$ cat src/spim_pkg.sv
// Constants and types of the master-only serial peripheral mode
package spim_pkg;
  localparam logic [1:0] MODE_SPI_MASTER = 2'h3;
  localparam int DIV_WIDTH = 12;
  localparam logic [11:0] DIV_RESET = 12'h000;
  localparam logic [3:0] HALF_LAST = 4'hF;
  localparam logic [3:0] FRAME_SAMPLES = 4'h8;
  localparam logic LINE_IDLE = 1'b1;
  localparam logic [1:0] RX_DEPTH = 2'h2;
  localparam logic TBE_RESET = 1'b1;
  localparam logic TXC_RESET = 1'b0;
  typedef enum logic {ST_IDLE, ST_SHIFT} xfer_state_e;
endpackage

$ cat src/baud_tick_gen.sv
// Baud prescaler: one-cycle tick every divisor plus one clock cycles
module baud_tick_gen #(
  parameter int WIDTH = spim_pkg::DIV_WIDTH
) (
  // Clock and reset
  input wire logic clk_i,
  input wire logic rst_n_i,
  // Control
  input wire logic run_i,
  input wire logic reload_i,
  input wire logic [WIDTH-1:0] divisor_i,
  // Half-period strobe
  output logic tick_o
);
  logic [WIDTH-1:0] count_r;
  logic [WIDTH-1:0] count_nxt;
  wire logic at_zero_w = (count_r == '0);

  // Held at the divisor while stopped, so the first half period is full length
  assign tick_o = run_i && !reload_i && at_zero_w;
  assign count_nxt = (!run_i || reload_i || at_zero_w) ? divisor_i : count_r - 1'b1;

  // Counter
  always_ff @(posedge clk_i) begin
    if (!rst_n_i) begin
      count_r <= '0;
    end else begin
      count_r <= count_nxt;
    end
  end
endmodule // baud_tick_gen

$ cat src/spim_master.sv
// Master-only SPI transfer controller with buffered transmit and two-level receive
module spim_master #(
  parameter int DIV_W = spim_pkg::DIV_WIDTH
) (
  // Clock and reset
  input wire logic REF_CLK_I,
  input wire logic RST_N_I,
  // Configuration
  input wire logic [1:0] OPERATING_MODE_SELECT_I,
  input wire logic CLOCK_POLARITY_BIT_I,
  input wire logic CLOCK_PHASE_BIT_I,
  input wire logic BIT_ORDER_SELECT_I,
  input wire logic TRANSMITTER_ENABLE_BIT_I,
  input wire logic RECEIVER_ENABLE_BIT_I,
  input wire logic SHIFT_CLOCK_PIN_DIRECTION_I,
  // Baud divisor write
  input wire logic [DIV_W-1:0] BAUD_DIVISOR_I,
  input wire logic BAUD_DIVISOR_WR_I,
  // Data register access
  input wire logic [7:0] TX_DATA_I,
  input wire logic TX_WRITE_I,
  input wire logic RX_READ_I,
  output logic [7:0] RX_DATA_O,
  // Status
  input wire logic TXC_CLEAR_I,
  output logic TRANSMIT_COMPLETE_FLAG_O,
  output logic RECEIVE_COMPLETE_FLAG_O,
  output logic TRANSMIT_BUFFER_EMPTY_FLAG_O,
  output logic FRAME_ERROR_O,
  output logic DATA_OVERRUN_O,
  output logic PARITY_ERROR_O,
  output logic MODE_ACTIVE_O,
  // Pins
  output logic SHIFT_CLOCK_PIN_O,
  output logic SHIFT_CLOCK_PIN_OE_N_O,
  output logic SERIAL_OUT_PIN_O,
  output logic SERIAL_OUT_PIN_OE_N_O,
  input wire logic SERIAL_IN_PIN_I,
  output logic SERIAL_IN_OVERRIDE_O
);

  ////////////////////////////////////////////////////////////////////////////////
  // Helpers

  // Shift one bit in at the end selected by the common order setting
  function automatic logic [7:0] shift_in(input logic [7:0] word, input logic bit_in,
                                          input logic lsb_first);
    shift_in = lsb_first ? {bit_in, word[7:1]} : {word[6:0], bit_in};
  endfunction

  ////////////////////////////////////////////////////////////////////////////////
  // State

  spim_pkg::xfer_state_e state_r;
  spim_pkg::xfer_state_e state_nxt;
  logic [DIV_W-1:0] baud_divisor_r;
  logic txen_eff_r;
  logic txen_eff_nxt;
  logic [7:0] tx_buf_r;
  logic tx_full_r;
  logic tx_full_nxt;
  logic [7:0] shift_r;
  logic [7:0] shift_nxt;
  logic [7:0] rx_shift_r;
  logic [7:0] rx_shift_nxt;
  logic [3:0] half_r;
  logic [3:0] half_nxt;
  logic sck_r;
  logic sck_nxt;
  logic sout_r;
  logic sout_nxt;
  logic txc_r;
  logic sin_meta_r;
  logic sin_sync_r;
  logic [7:0] rx_buf_r [2];
  logic [1:0] rx_count_r;
  logic [1:0] rx_count_nxt;
  logic tick_w;

  ////////////////////////////////////////////////////////////////////////////////
  // Decode

  // Only the master SPI encoding wakes the controller; the other transceiver
  // modes, parity and clock recovery have no logic here at all
  wire logic mode_on_w = (OPERATING_MODE_SELECT_I == spim_pkg::MODE_SPI_MASTER);
  wire logic busy_w = (state_r == spim_pkg::ST_SHIFT);
  wire logic edge_w = tick_w && busy_w;
  // Sample on leading edge for phase 0, trailing for phase 1
  wire logic sample_w = edge_w && (half_r[0] == CLOCK_PHASE_BIT_I);
  // Phase 1 presents its first bit at load, so its first setup edge does not shift
  wire logic setup_w = edge_w && !sample_w && (half_r != 4'h0);
  wire logic last_w = edge_w && (half_r == spim_pkg::HALF_LAST);
  // A byte leaves the buffer as soon as the shifter is idle or just finishing
  wire logic load_w = mode_on_w && txen_eff_r && tx_full_r && (!busy_w || last_w);
  // Writing the data register is the only thing that starts traffic
  wire logic accept_w = TX_WRITE_I && mode_on_w && txen_eff_r && (!tx_full_r || load_w);
  wire logic push_w = last_w && RECEIVER_ENABLE_BIT_I;
  wire logic pop_w = RX_READ_I && (rx_count_r != 2'h0);
  // A full receive buffer refuses the newest byte and keeps what it holds
  wire logic rx_take_w = push_w && ((rx_count_r < spim_pkg::RX_DEPTH) || pop_w);
  wire logic [1:0] fill_w = rx_count_r - {1'b0, pop_w};
  wire logic txc_set_w = last_w && !load_w;

  ////////////////////////////////////////////////////////////////////////////////
  // Baud generator, restarted by a divisor write and stopped between frames

  baud_tick_gen #(
    .WIDTH(DIV_W)
  ) u_baud (
    .clk_i(REF_CLK_I),
    .rst_n_i(RST_N_I),
    .run_i(busy_w),
    .reload_i(BAUD_DIVISOR_WR_I),
    .divisor_i(baud_divisor_r),
    .tick_o(tick_w)
  );

  ////////////////////////////////////////////////////////////////////////////////
  // Next-state selection

  // Leaving the mode drops the frame; changing polarity mid-frame is not guarded
  assign state_nxt = !mode_on_w ? spim_pkg::ST_IDLE :
                     load_w ? spim_pkg::ST_SHIFT :
                     last_w ? spim_pkg::ST_IDLE : state_r;
  assign half_nxt = load_w ? 4'h0 : edge_w ? half_r + 4'h1 : half_r;
  // Clock rests at polarity level outside frames; a gapless load keeps it there
  assign sck_nxt = (state_nxt == spim_pkg::ST_IDLE || load_w) ? CLOCK_POLARITY_BIT_I :
                   edge_w ? !sck_r : sck_r;
  assign shift_nxt = load_w ? tx_buf_r :
                     setup_w ? shift_in(shift_r, spim_pkg::LINE_IDLE, BIT_ORDER_SELECT_I) :
                     shift_r;
  assign sout_nxt = (state_nxt == spim_pkg::ST_SHIFT) ?
                    (BIT_ORDER_SELECT_I ? shift_nxt[0] : shift_nxt[7]) :
                    spim_pkg::LINE_IDLE;
  assign rx_shift_nxt = sample_w ? shift_in(rx_shift_r, sin_sync_r, BIT_ORDER_SELECT_I) :
                        rx_shift_r;
  assign tx_full_nxt = !mode_on_w ? 1'b0 : accept_w ? 1'b1 : load_w ? 1'b0 : tx_full_r;
  // A disable only lands once nothing is left to send
  assign txen_eff_nxt = TRANSMITTER_ENABLE_BIT_I ? 1'b1 :
                        (!busy_w && !tx_full_r) ? 1'b0 : txen_eff_r;
  // Dropping the receiver enable flushes the buffer
  assign rx_count_nxt = !RECEIVER_ENABLE_BIT_I ? 2'h0 : fill_w + {1'b0, rx_take_w};

  ////////////////////////////////////////////////////////////////////////////////
  // Transfer registers

  // Controller state and pin shadows
  always_ff @(posedge REF_CLK_I) begin
    if (!RST_N_I) begin
      state_r <= spim_pkg::ST_IDLE;
      half_r <= 4'h0;
      sck_r <= 1'b0;
      sout_r <= spim_pkg::LINE_IDLE;
      shift_r <= 8'h00;
      rx_shift_r <= 8'h00;
    end else begin
      state_r <= state_nxt;
      half_r <= half_nxt;
      sck_r <= sck_nxt;
      sout_r <= sout_nxt;
      shift_r <= shift_nxt;
      rx_shift_r <= rx_shift_nxt;
    end
  end

  // Divisor resets to zero, so half periods last one cycle until a divisor write
  always_ff @(posedge REF_CLK_I) begin
    if (!RST_N_I) begin
      baud_divisor_r <= spim_pkg::DIV_RESET;
    end else if (BAUD_DIVISOR_WR_I) begin
      baud_divisor_r <= BAUD_DIVISOR_I;
    end
  end

  // Transmit buffer and enables
  always_ff @(posedge REF_CLK_I) begin
    if (!RST_N_I) begin
      tx_buf_r <= 8'h00;
      tx_full_r <= !spim_pkg::TBE_RESET;
      txen_eff_r <= 1'b0;
    end else begin
      tx_full_r <= tx_full_nxt;
      txen_eff_r <= txen_eff_nxt;
      if (accept_w) begin
        tx_buf_r <= TX_DATA_I;
      end
    end
  end

  // Completion flag: a set in the clearing cycle wins
  always_ff @(posedge REF_CLK_I) begin
    if (!RST_N_I) begin
      txc_r <= spim_pkg::TXC_RESET;
    end else if (txc_set_w) begin
      txc_r <= 1'b1;
    end else if (TXC_CLEAR_I) begin
      txc_r <= 1'b0;
    end
  end

  // Input pin synchroniser
  always_ff @(posedge REF_CLK_I) begin
    if (!RST_N_I) begin
      sin_meta_r <= 1'b1;
      sin_sync_r <= 1'b1;
    end else begin
      sin_meta_r <= SERIAL_IN_PIN_I;
      sin_sync_r <= sin_meta_r;
    end
  end

  // Two-level receive buffer, oldest at index 0
  always_ff @(posedge REF_CLK_I) begin
    if (!RST_N_I) begin
      rx_count_r <= 2'h0;
      rx_buf_r[0] <= 8'h00;
      rx_buf_r[1] <= 8'h00;
    end else begin
      rx_count_r <= rx_count_nxt;
      if (pop_w) begin
        rx_buf_r[0] <= rx_buf_r[1];
      end
      if (rx_take_w) begin
        rx_buf_r[fill_w[0]] <= rx_shift_nxt;
      end
    end
  end

  ////////////////////////////////////////////////////////////////////////////////
  // Outputs

  // Flags behave as in the plain transceiver; error flags have no source here
  assign TRANSMIT_COMPLETE_FLAG_O = txc_r;
  assign RECEIVE_COMPLETE_FLAG_O = (rx_count_r != 2'h0);
  assign TRANSMIT_BUFFER_EMPTY_FLAG_O = !tx_full_r;
  assign FRAME_ERROR_O = 1'b0;
  assign DATA_OVERRUN_O = 1'b0;
  assign PARITY_ERROR_O = 1'b0;
  assign MODE_ACTIVE_O = mode_on_w;
  assign RX_DATA_O = rx_buf_r[0];
  // Clock pin follows its direction setting whether or not the receiver is on
  assign SHIFT_CLOCK_PIN_O = sck_r;
  assign SHIFT_CLOCK_PIN_OE_N_O = !SHIFT_CLOCK_PIN_DIRECTION_I;
  assign SERIAL_OUT_PIN_O = sout_r;
  assign SERIAL_OUT_PIN_OE_N_O = !txen_eff_r;
  assign SERIAL_IN_OVERRIDE_O = RECEIVER_ENABLE_BIT_I;

  // Cycles since the previous half-period tick, counted from frame load
  logic [DIV_W:0] tick_gap_r;
  // Sample edges seen in the current frame
  logic [3:0] samples_r;
  always_ff @(posedge REF_CLK_I) begin
    if (!RST_N_I || load_w || tick_w) begin
      tick_gap_r <= {{DIV_W{1'b0}}, 1'b1};
    end else begin
      tick_gap_r <= tick_gap_r + {{DIV_W{1'b0}}, 1'b1};
    end
  end
  always_ff @(posedge REF_CLK_I) begin
    if (!RST_N_I || load_w) begin
      samples_r <= 4'h0;
    end else if (sample_w) begin
      samples_r <= samples_r + 4'h1;
    end
  end
endmodule // spim_master

$ cat config.mk
export PLATFORM = sky130hd
export DESIGN_NAME = spim_master
export DESIGN_NICKNAME = d
export VERILOG_FILES = /design/src/spim_pkg.sv /design/src/baud_tick_gen.sv /design/src/spim_master.sv
export SDC_FILE = /design/constraint.sdc
export NUM_CORES = 1
export LEC_CHECK = 0
export BUFFER_PORTS_ARGS = -buffer_cell sky130_fd_sc_hd__buf_2
export CELL_PAD_IN_SITES_DETAIL_PLACEMENT = 2
export CELL_PAD_IN_SITES_GLOBAL_PLACEMENT = 2
export CORE_ASPECT_RATIO = 1.4
export CORE_UTILIZATION = 36
export CTS_CLUSTER_DIAMETER = 120
export CTS_CLUSTER_SIZE = 16
export DETAILED_ROUTE_END_ITERATION = 8
export PLACE_DENSITY = 0.87
export SLEW_MARGIN = 20
export SYNTH_ARGS = -nofsm -noshare
export SYNTH_HDL_FRONTEND = slang
export SYNTH_HIERARCHICAL = 1
export SYNTH_SLANG_ARGS = --single-unit
$ cat constraint.sdc
create_clock -name REF_CLK_I -period 3.4 [get_ports REF_CLK_I]
set_input_delay 0.17 -clock REF_CLK_I [delete_from_list [all_inputs] [get_ports REF_CLK_I]]
set_output_delay 0.17 -clock REF_CLK_I [all_outputs]
set_load 0.02 [all_outputs]
==> flow_metrics.py <==
metrics = {
    "floorplanning": {
        "rows": 43,
        "fp.dieH_microns": 123.1,
        "die_w_microns": 88.52,
        "core_sq_um": 10060,
        "initial_core_util_pct": 37.50,
        "ios": 55,
        "dieArea_sq_um": 10900,
    },
    "routing": {
        "viasPerCell": 5.256,
        "drc_errors": 0,
        "wire_per_inst_microns": 18.40,
        "wirelength_mm": 10.56,
        "ant_nets": 0,
        "drt_pass1_iterations": 4,
        "drtIter0Drc": 101,
        "vias": 3017,
    },
    "logic_synthesis": {
        "synthCells": 386,
        "synth-async-reset-ratio_pct": 0,
        "ys_seq_elements": 78,
        "synth_edf_count": 16,
        "synth_ff_type": "dfxtp_1",
        "synth_area_sq_um": 3772,
        "synth_top_cell_by_area": "dfxtp_1",
        "synth_top_area_share_pct": 32.90,
        "avgSynthCellArea_sq_um": 9.773,
        "synth_warnings": 6,
        "synthTopCellsByArea": "dfxtp_1, edfxtp_1, mux2i_1",
        "synth_sequential_area_ratio_pct": 45.64,
        "ys_types": 55,
    },
    "sta": {
        "rsz0062_at_grt": "false",
        "min_period_ns": 3.230,
        "period_share_pct": 95.00,
        "finalHoldViolations": 0,
        "max_freq_mhz": 309.6,
        "setup_viol": 0,
        "maxSlewHeadroom_pct": 35.55,
        "fin_ws_ns": 0.1699,
        "worst_slew_pin_slew_ns": 0.9648,
        "final_max_slew_viol_count": 0,
        "fin_tns_setup_ns": 0,
        "finClkSkew_ns": 0.004548,
    },
    "global_routing": {
        "grt_pass1_vias": 3399,
        "grt_max_degree": 29,
        "grt_pass1_wl_mm": 17.14,
        "grt.total_usage_pct": 21.47,
        "antenna_found_initial": 0,
        "overflow": 0,
    },
    "critical_path": {
        "cp.arrival_ns": 3.46,
        "crit_path_end_kind": "flip-flop",
        "critPathMaxFanout": 8,
        "crit_required_ns": 3.63,
        "start_kind": "flip-flop",
        "worstSetupPathType": "reg -> reg",
    },
    "clock_network": {
        "cts_made_buffers": 9,
        "cts_tree": "yes",
        "clock-root-buffer": "clkbuf_16",
        "postCtsHoldBufs": 0,
        "postCtsSetupRepairBufs": 0,
        "cts.sinks": 78,
        "clkTransAtPathRegs_ns": 0.06,
        "clkLatencyLatePin_ns": 0.34,
        "cts_buffer_depth": 2,
        "cts_max_level": 3,
    },
    "cells_and_area": {
        "layout-drive-gt1-share_pct": 21.87,
        "diodes": 0,
        "area_delta_synth_final_pct": 18.81,
        "instances_no_fill": 574,
        "post-route-cell-area_sq_um": 4482,
        "nNetsFinal": 475,
    },
    "place": {
        "placed_cells": 558,
        "place_area_sq_um": 4150,
        "port_buffers": 51,
        "gp_congestion": 0.8096,
        "hpwl_mm": 7.561,
        "place_ws_ns": 0.2182,
    },
    "pwr": {
        "total_power_mw": 2.211,
        "powerDensity_nw_per_um2": 493.4,
        "vdd_drop_max_mv": 0.2445,
        "p_leak_nw": 1.778,
    },
    "run": {
        "drv_cap": 0,
    },
    "outcome": {
        "status": "finished, final reports clean",
    },
    "worst_hold_path": {
        "hp-class": "in -> reg",
    },
}
[cell usage after synthesis, drive strengths merged (2+ instances only)]
library cell	instances
a211oi	9
a21oi	15
a311oi	2
and2	2
and3	2
and4	2
buf	10
clkbuf	14
dfxtp	62
edfxtp	16
ha	6
inv	17
mux2	5
mux2i	42
nand2	27
nand2b	6
nand3	11
nand4	4
nor2	19
nor2b	30
nor3	7
nor4	6
o211a	3
o21a	3
o21ai	17
o22ai	6
o2bb2ai	3
or2	4
or3	6
or3b	2
or4	3
xnor2	11
xor2	5
[critical path, cell delays in order (launching register included)]
cell	delay (ns)
dfxtp_1	0.34
or4_4	0.58
or2_1	0.31
nor4_1	0.43
buf_4	0.22
nand4_2	0.17
a311oi_4	0.70
mux2i_1	0.30
nor2b_1	0.07
[worst paths after layout]
check | from | end | slack, ns | cells past startpoint
min reg2reg | sin_meta_r$_SDFF_PN1_ | sin_sync_r$_SDFF_PN1_ | 0.47 | 1
min | SERIAL_IN_PIN_I | sin_meta_r$_SDFF_PN1_ | 0.01 | 2
max | u_baud/count_r[6]$_SDFF_PN0_ | tx_buf_r[7]$_SDFFE_PN0P_ | 0.17 | 8
max reg2reg | u_baud/count_r[6]$_SDFF_PN0_ | tx_buf_r[7]$_SDFFE_PN0P_ | 0.17 | 8
[stage by stage]
| step | utilization, % | hold slack, ns |
|---|---|---|
| 2_1_floorplan | - | 0.2715 |
| 3_3_place_gp | 41.25 | 0.3556 |
| 3_5_place_dp | 41.25 | 0.3603 |
| 4_1_cts | 44.51 | 0.009293 |
| 5_1_grt | 44.55 | 0.02764 |
| 6_report | 44.55 | 0.01380 |
[registers in the layout, summed over array words and instances, names as in the netlist, 2 cells and up]
name / cells
baud_divisor_r: 12
rx_shift_r: 8
rx_count_r: 2
u_baud/count_r: 12
rx_buf_r: 16
shift_r: 8
tx_buf_r: 8
half_r: 4
[metal layers]
metal  global-route usage [%]  vias up  share of wire (%)
met3                    3.805       19                3.5
li1                         -     1442                  -
met4                    11.09        0                2.4
met5                        0        -                  0
met2                    39.71       71                 54
met1                    22.75     1485                 40
[where the power goes]
part	switching [mW]	internal, mW
sequential	0.0159	0.969
clock	0.388	0.654
combinational	0.109	0.0760
total	0.513	1.70
[final cells by class]
cell class	instances	area [sq um]
Fill cell	1110	5579
Clock buffer	11	275.3
Tap cell	135	168.9
Multi-Input combinational cell	268	1881
Sequential cell	78	1722
Inverter	18	67.56
Timing Repair Buffer	59	315.3
Clock inverter	5	52.55
[logic make-up after synthesis]
kind of cell | Yosys count | synth area share, %
simple gates | 133 | 19.90
mux | 47 | 12.64
xor+xnor | 16 | 3.715
compound gates | 63 | 11.21
buf+inv | 42 | 4.809
fa+ha+maj | 6 | 1.990
other cells | 1 | 0.09941
flops | 78 | 45.64
[repair_timing]
item	CTS	global route
hold endpoints to repair	0	0
resized for setup	0	2
setup endpoints to repair	0	9
[placed cells by master (no fill, tap or decap), drive strengths merged, types with 3 or more instances in the layout]
cell	count
dfxtp	62
buf	59
mux2i	42
nor2b	30
nand2	27
nor2	19
inv	17
o21ai	17
edfxtp	16
a21oi	15
nand3	11
xnor2	11
clkbuf	11
a211oi	9
nor3	7
nand2b	6
or3	6
o22ai	6
ha	6
nor4	6
xor2	5
mux2	5
nand4	4
clkinv	4
or2	4
o21a	3
o2bb2ai	3
o211a	3
conb	3
or4	3
Note: power is estimated with default switching activity, not from simulation.
